**config.mk**
```make
export PLATFORM = sky130hd
export DESIGN_NAME = adc_irq_enable_logic
export DESIGN_NICKNAME = d
export VERILOG_FILES = /design/src/core/adc_irq_enable_logic.v /design/src/core/apb_access_ctl.v /design/src/core/evt_sticky_bank.v
export VERILOG_INCLUDE_DIRS = /design/src /design/src/core
export SDC_FILE = /design/constraint.sdc
export NUM_CORES = 1
export LEC_CHECK = 0
export BUFFER_PORTS_ARGS = -buffer_cell sky130_fd_sc_hd__buf_4
export CELL_PAD_IN_SITES_DETAIL_PLACEMENT = 1
export CELL_PAD_IN_SITES_GLOBAL_PLACEMENT = 1
export CORE_ASPECT_RATIO = 2
export CORE_UTILIZATION = 37
export CTS_CLUSTER_DIAMETER = 80
export DETAILED_ROUTE_END_ITERATION = 10
export GPL_ROUTABILITY_DRIVEN = 0
export PLACE_DENSITY_LB_ADDON = 0.1
export SLEW_MARGIN = 20
export SYNTH_ARGS = -nofsm -noshare
export SYNTH_HDL_FRONTEND = slang
export SYNTH_SLANG_ARGS = --single-unit
```
**constraint.sdc**
```tcl
create_clock -name clk -period 2.6 [get_ports clk]
set_input_delay 0.52 -clock clk [delete_from_list [all_inputs] [get_ports clk]]
set_output_delay 0.52 -clock clk [all_outputs]
set_load 0.01 [all_outputs]
```
**src/core/adc_irq_consts.vh**
```
// Register map, field positions and reset values of the ADC interrupt enables
`ifndef ADC_IRQ_CONSTS_VH
`define ADC_IRQ_CONSTS_VH

// Register byte offsets
`define IRQ_ENABLE_OFS      12'h300
`define IRQ_ENABLE_SET_OFS  12'h304
`define IRQ_ENABLE_CLR_OFS  12'h308
`define EVT_STATUS_OFS      12'h310
`define EVT_STATUS_CLR_OFS  12'h314
`define IRQ_PENDING_OFS     12'h318

// Widths
`define ADDR_W              12
`define DATA_W              32
`define EVT_COUNT           22

// Field positions
`define BIT_CONV_BEGUN      0
`define BIT_BUFFER_END      1
`define BIT_SAMPLE_DONE     2
`define BIT_RESULT_STORED   3
`define BIT_OFFSET_CAL      4
`define BIT_STOP_COMPLETE   5
`define BIT_LIMIT_BASE      6
`define BIT_CHAN7_LOW       21

// Reset values
`define IRQ_ENABLE_RST      22'h000000
`define EVT_STATUS_RST      22'h000000
`define RDATA_RST           32'h00000000

`endif

```
**src/core/adc_irq_enable_logic.v**
```verilog
// Interrupt enable logic of the ADC: enable bits, set/clear views, irq line
//
// How it works
// Direct enable register: bit 0 disables, bit 1 enables each event.
// Writing 1 to a set-register bit enables that event only.
// Reading the set register returns the current enable of each event.
// Writing 1 to a clear-register bit disables it; reads match set.
// Bits 0..5: begun, buffer end, sample, result, calibration, stop.
// Bits 6..21: high then low limit per channel, channel 0 to 7.
// Stop-complete enabled by its set bit, disabled by its clear bit.
// Clearing calibration-done makes both registers read that bit as 0.
// Writing 0 to set or clear changes nothing; all enables are 0 after reset.
`timescale 1ns/1ps
`include "adc_irq_consts.vh"
module adc_irq_enable_logic (
  input  wire                  clk,
  input  wire                  rst,
  input  wire                  psel,
  input  wire                  penable,
  input  wire                  pwrite,
  input  wire [`ADDR_W-1:0]    paddr,
  input  wire [`DATA_W-1:0]    pwdata,
  input  wire [3:0]            pstrb,
  output wire [`DATA_W-1:0]    prdata,
  output wire                  pready,
  output wire                  pslverr,
  input  wire                  conversionBegunEvt,
  input  wire                  bufferEndEvt,
  input  wire                  sampleDoneEvt,
  input  wire                  resultStoredEvt,
  input  wire                  offsetCalCompleteEvt,
  input  wire                  stopCompleteEvt,
  input  wire [7:0]            chanAboveHighEvt,
  input  wire [7:0]            chanBelowLowEvt,
  output wire [`EVT_COUNT-1:0] irqEnable,
  output wire                  irq
);

  // Handshake strobes
  wire                   accessFirst;
  wire                   writeDone;
  wire                   readDone;

  // Register state
  reg  [`EVT_COUNT-1:0]  enable_reg;
  reg  [`EVT_COUNT-1:0]  enable_next;
  reg  [`DATA_W-1:0]     rdata_reg;
  reg  [`DATA_W-1:0]     rdata_next;
  reg                    slverr_reg;
  reg                    slverr_next;
  reg                    irq_reg;
  reg                    irq_next;

  // Decode
  wire                   hitEnable;
  wire                   hitSet;
  wire                   hitClr;
  wire                   hitStatus;
  wire                   hitStatusClr;
  wire                   hitPending;
  wire                   mapped;
  wire                   aligned;

  // Write data after byte lanes
  wire [`DATA_W-1:0]     laneMask;
  wire [`EVT_COUNT-1:0]  wrBits;
  wire [`EVT_COUNT-1:0]  wrLanes;

  // Events and sticky flags
  wire [`EVT_COUNT-1:0]  evtVector;
  wire [`EVT_COUNT-1:0]  statusClear;
  wire [`EVT_COUNT-1:0]  statusFlags;
  wire [`EVT_COUNT-1:0]  pendingFlags;
  wire [7:0]             limitPairLo;
  wire [7:0]             limitPairHi;

  apb_access_ctl u_apb (
    .clk         (clk),
    .rst         (rst),
    .psel        (psel),
    .penable     (penable),
    .pwrite      (pwrite),
    .pready      (pready),
    .accessFirst (accessFirst),
    .writeDone   (writeDone),
    .readDone    (readDone)
  );

  // Address decode on whole aligned words
  assign aligned      = (paddr[1:0] == 2'h0);
  assign hitEnable    = aligned & (paddr == `IRQ_ENABLE_OFS);
  assign hitSet       = aligned & (paddr == `IRQ_ENABLE_SET_OFS);
  assign hitClr       = aligned & (paddr == `IRQ_ENABLE_CLR_OFS);
  assign hitStatus    = aligned & (paddr == `EVT_STATUS_OFS);
  assign hitStatusClr = aligned & (paddr == `EVT_STATUS_CLR_OFS);
  assign hitPending   = aligned & (paddr == `IRQ_PENDING_OFS);
  assign mapped       = hitEnable | hitSet | hitClr | hitStatus |
                        hitStatusClr | hitPending;

  // Byte strobes gate which write bits count
  genvar b;
  generate
    for (b = 0; b < 4; b = b + 1) begin : g_lane
      assign laneMask[8*b+7:8*b] = {8{pstrb[b]}};
    end
  endgenerate

  assign wrLanes = laneMask[`EVT_COUNT-1:0];
  assign wrBits  = pwdata[`EVT_COUNT-1:0] & wrLanes;

  // Event vector in field order
  assign evtVector[`BIT_CONV_BEGUN]    = conversionBegunEvt;
  assign evtVector[`BIT_BUFFER_END]    = bufferEndEvt;
  assign evtVector[`BIT_SAMPLE_DONE]   = sampleDoneEvt;
  assign evtVector[`BIT_RESULT_STORED] = resultStoredEvt;
  assign evtVector[`BIT_OFFSET_CAL]    = offsetCalCompleteEvt;
  assign evtVector[`BIT_STOP_COMPLETE] = stopCompleteEvt;

  // High limit at even bit, low limit at odd bit of each channel pair
  genvar c;
  generate
    for (c = 0; c < 8; c = c + 1) begin : g_chan
      assign evtVector[`BIT_LIMIT_BASE+2*c]   = chanAboveHighEvt[c];
      assign evtVector[`BIT_LIMIT_BASE+2*c+1] = chanBelowLowEvt[c];
      assign limitPairHi[c] = enable_reg[`BIT_LIMIT_BASE+2*c];
      assign limitPairLo[c] = enable_reg[`BIT_LIMIT_BASE+2*c+1];
    end
  endgenerate

  // Status flags cleared by writing 1 to the status clear register
  assign statusClear = (writeDone & hitStatusClr) ? wrBits
                                                  : {`EVT_COUNT{1'b0}};

  evt_sticky_bank u_status (
    .clk       (clk),
    .rst       (rst),
    .evtPulse  (evtVector),
    .clearMask (statusClear),
    .flags     (statusFlags)
  );

  // Enable gates each event onto the interrupt line
  assign pendingFlags = statusFlags & enable_reg;

  // Enable bits: direct write, write-one-to-set, write-one-to-clear
  always @* begin
    enable_next = enable_reg;
    if (writeDone) begin
      if (hitEnable) begin
        // Only written byte lanes take the new value
        enable_next = (enable_reg & ~wrLanes) | wrBits;
      end else if (hitSet) begin
        // Zero bits leave their enables as they are
        enable_next = enable_reg | wrBits;
      end else if (hitClr) begin
        // Calibration and stop enables drop here like all others
        enable_next = enable_reg & ~wrBits;
      end
    end
  end

  // Read data prepared in the first access cycle, held through completion
  always @* begin
    rdata_next  = rdata_reg;
    slverr_next = slverr_reg;
    if (accessFirst) begin
      rdata_next  = `RDATA_RST;
      slverr_next = ~mapped;
      if (~pwrite) begin
        case (1'b1)
          hitEnable: begin
            rdata_next[`EVT_COUNT-1:0] = enable_reg;
          end
          hitSet: begin
            rdata_next[`EVT_COUNT-1:0] = enable_reg;
          end
          hitClr: begin
            rdata_next[`EVT_COUNT-1:0] = enable_reg;
          end
          hitStatus: begin
            rdata_next[`EVT_COUNT-1:0] = statusFlags;
          end
          hitPending: begin
            rdata_next[`EVT_COUNT-1:0] = pendingFlags;
          end
          default: begin
            rdata_next = `RDATA_RST;
          end
        endcase
      end
    end else if (readDone | writeDone) begin
      rdata_next  = `RDATA_RST;
      slverr_next = 1'b0;
    end
  end

  // Level interrupt while any enabled status flag is set
  always @* begin
    irq_next = |pendingFlags;
  end

  always @(posedge clk or posedge rst) begin
    if (rst) begin
      enable_reg <= `IRQ_ENABLE_RST;
      rdata_reg  <= `RDATA_RST;
      slverr_reg <= 1'b0;
      irq_reg    <= 1'b0;
    end else begin
      enable_reg <= enable_next;
      rdata_reg  <= rdata_next;
      slverr_reg <= slverr_next;
      irq_reg    <= irq_next;
    end
  end

  assign prdata    = rdata_reg;
  assign pslverr   = slverr_reg;
  assign irqEnable = enable_reg;
  assign irq       = irq_reg;

endmodule // adc_irq_enable_logic

```
**src/core/apb_access_ctl.v**
```verilog
// APB slave handshake: one wait state, completion strobes for the register file
`timescale 1ns/1ps
module apb_access_ctl (
  input  wire clk,
  input  wire rst,
  input  wire psel,
  input  wire penable,
  input  wire pwrite,
  output wire pready,
  output wire accessFirst,
  output wire writeDone,
  output wire readDone
);

  reg readyReg;
  reg readyNext;

  // First access cycle: read data and error are prepared here
  assign accessFirst = psel & penable & ~readyReg;
  // Completion edge: pready sampled high
  assign writeDone   = psel & penable & readyReg & pwrite;
  assign readDone    = psel & penable & readyReg & ~pwrite;
  assign pready      = readyReg;

  always @* begin
    readyNext = accessFirst;
  end

  always @(posedge clk or posedge rst) begin
    if (rst) begin
      readyReg <= 1'b0;
    end else begin
      readyReg <= readyNext;
    end
  end

endmodule // apb_access_ctl

```
**src/core/evt_sticky_bank.v**
```verilog
// Sticky event flags, one per event, set wins over a simultaneous clear
`timescale 1ns/1ps
`include "adc_irq_consts.vh"
module evt_sticky_bank (
  input  wire                    clk,
  input  wire                    rst,
  input  wire [`EVT_COUNT-1:0]   evtPulse,
  input  wire [`EVT_COUNT-1:0]   clearMask,
  output wire [`EVT_COUNT-1:0]   flags
);

  genvar i;
  generate
    for (i = 0; i < `EVT_COUNT; i = i + 1) begin : g_flag
      reg flagReg;
      always @(posedge clk or posedge rst) begin
        if (rst) begin
          flagReg <= 1'b0;
        end else begin
          flagReg <= evtPulse[i] | (flagReg & ~clearMask[i]);
        end
      end
      assign flags[i] = flagReg;
    end
  endgenerate

endmodule // evt_sticky_bank

```
==> run metrics <==
clock slew at reported path FFs=50 ps; clk_lat worst skew=330 ps; gr ovfl total=0; WP data arrival=2130 ps; CTS Buffer Depth=2; Final Hold Vio Count=0; chip height=approximately 140 microns; Area Growth Syn to Fin=33.76%; met3 Use GR=0.04599; die area=about 11000 sq um; Seq/Total Area, Yosys=0.4617; Worst R2R Path Depth=4; worst r2r src=u_apb.pready; Max-Cap Viols=0; max-slew violations=0; total CTS buffers=9; FF+latch count, synth=about 70; CP Max Fanout=22; max frequency=0.5354 GHz; Static Leakage=2.202 nW; HPWL after detailed placement=9.513 mm; ordered cell list for the critical path=buf_4, or4_1, or4_4, o22ai_1, a21o_1; Pwr Density=498.7 nW/um^2; Worst-Margin Slew=828.0 ps; die width=~73 microns; Post-synth EDFFs=0; antenna violations before repair=0; final wirelength=13.23 mm; RSZ-0062 raised after global routing=no; top_reg_cell synth=dfrtp_1; Final min period=1868 ps; share of layout cells above drive strength 1=0.2996; VDD IR max=~400 uV; WL/cell=20.80 microns; Setup CP Type=input port to flip-flop; CP Capture Type=flip-flop; largest stage delay on the critical path=between 600 and 700 ps; 1st-iter DRT viols=146; hold buffers post-CTS=0; Port Buffers=110; syn_area_per_cell=roughly 9.5 sq um; YS warnings=0; # clock sinks=69; final net count=575; io pins=132; pin count of the biggest net entering global routing=70; Post-synth ARST share=1.000; Mapped Area=3740 sq um; met1 Use GR=0.2911; H-tree levels=3; CTS tree=yes; commonest non-fill, non-tap cell in the layout=buf_4; vias in the first global route=3877; crit path from=paddr[1]; most frequent cells in the layout=buf_4, dfrtp_1, nand2_1, a21o_1, a221oi_1; first-pass GRT wire length=20.91 mm; root buffer cell=clkbuf_16; Final Setup Violations=0; GR met2 Demand/Resource=0.5000; grt peak-use layer=met2; n_diodes=0; CP required=2870 ps; # rows=51; R2R setup slack=790 ps; Initial Util=0.3831; Post-CTS Setup Inserts=0; final cycle utilization of the critical path=0.7184; CP max stage cell=or4_4; DR vias/cell=roughly 5.8; Min Hold Slack=262.8 ps; Hold Path Class=input port to async pin; clk_skew=5.509 ps; Power, Total=between 0.002 and 0.0025 W; critical path startpoint category=input port; Antenna Nets Post-Route=0; Netlist cell types=35; DRC Markers=0; status=finished, final reports clean; Slew HR=0.4474; setup TNS=0 ps; GRT Overall Usage=0.2710; CORE AREA=9763 sq um; Vias=3696; TritonRoute pass-1 iters=4; cells after synthesis=393; Resize count post-CTS=0
[stage by stage]
step | instance area (sq um) | utilization | worst slack [ps] | cells
2_1_floorplan | 3774 | - | 340.1 | 402
3_3_place_gp | 4723 | 0.4838 | 445.2 | 621
3_5_place_dp | 4723 | 0.4838 | 422.0 | 621
4_1_cts | 5002 | 0.5124 | 729.3 | 636
5_1_grt | 5002 | 0.5124 | 699.5 | 636
6_report | 5002 | 0.5124 | 732.3 | 636
[layer usage]
metal | routed length, microns | vias to the layer above
met5 | 0 | -
met4 | 402 | 0
met3 | 467 | 25
met2 | 7528 | 104
met1 | 4827 | 1866
li1 | - | 1701
[synth_stat cells, types with 2 or more instances]
cell	count	share of area
o31ai_1	2	0.0040
nor4_2	2	0.0067
buf_4	10	0.020
inv_1	26	0.026
nand4_1	24	0.040
or4b_1	3	0.0080
nor3_1	20	0.027
dfrtp_1	69	0.46
a221oi_1	44	0.10
clkbuf_1	18	0.018
buf_6	3	0.0090
a22o_1	4	0.0094
a21o_1	44	0.088
a22oi_1	3	0.0060
nor4_4	2	0.011
buf_2	8	0.011
o22ai_1	22	0.037
a21oi_1	24	0.032
nand2_1	49	0.049
[power by group]
group / internal, W / switching (W)
clock network: 0.000717 / 0.000434
logic: 0.000111 / 0.000152
registers: 0.00108 / 0.00000308
total: 0.00191 / 0.000589
[worst max-delay path, delay by kind of cell]
kind                   cells  cell delay (ps)
buffers and inverters      1              110
and+or+nand+nor            2             1120
AOI/OAI and AO/OA          2              380
[cells by family (layout without fill, tap and decap cells)]
family | Yosys count | count (layout) | share of synthesized area
DFF | 69 | 69 | 0.4617
other | 1 | 10 | 0.001003
and+or+nand+nor | 111 | 111 | 0.1666
AOI/OAI and AO/OA | 146 | 146 | 0.2857
buffers and inverters | 66 | 168 | 0.08497
[how the worst min path moves through the flow]
stage	startpoint	slack (ps)	endpoint	cells past startpoint
after global placement	prdata[20]	470	prdata[20]	2
final	rst	260	u_status.g_flag[19].flagReg	3
after detailed placement	prdata[20]	490	prdata[20]	2
after global routing	rst	300	u_status.g_flag[18].flagReg	3
after floorplan	u_status.g_flag[21].flagReg	490	u_status.g_flag[21].flagReg	1
after CTS	rst	280	u_status.g_flag[14].flagReg	3
[final cells by class]
cell class | instances | area [sq um]
Fill cell | 1186 | 4761
Clock inverter | 1 | 5.005
Inverter | 26 | 97.59
Sequential cell | 69 | 1727
Timing Repair Buffer | 127 | 978.4
Multi-Input combinational cell | 267 | 1755
Clock buffer | 14 | 274.0
Tap cell | 132 | 165.2
Power figures use the tool's default switching activity.
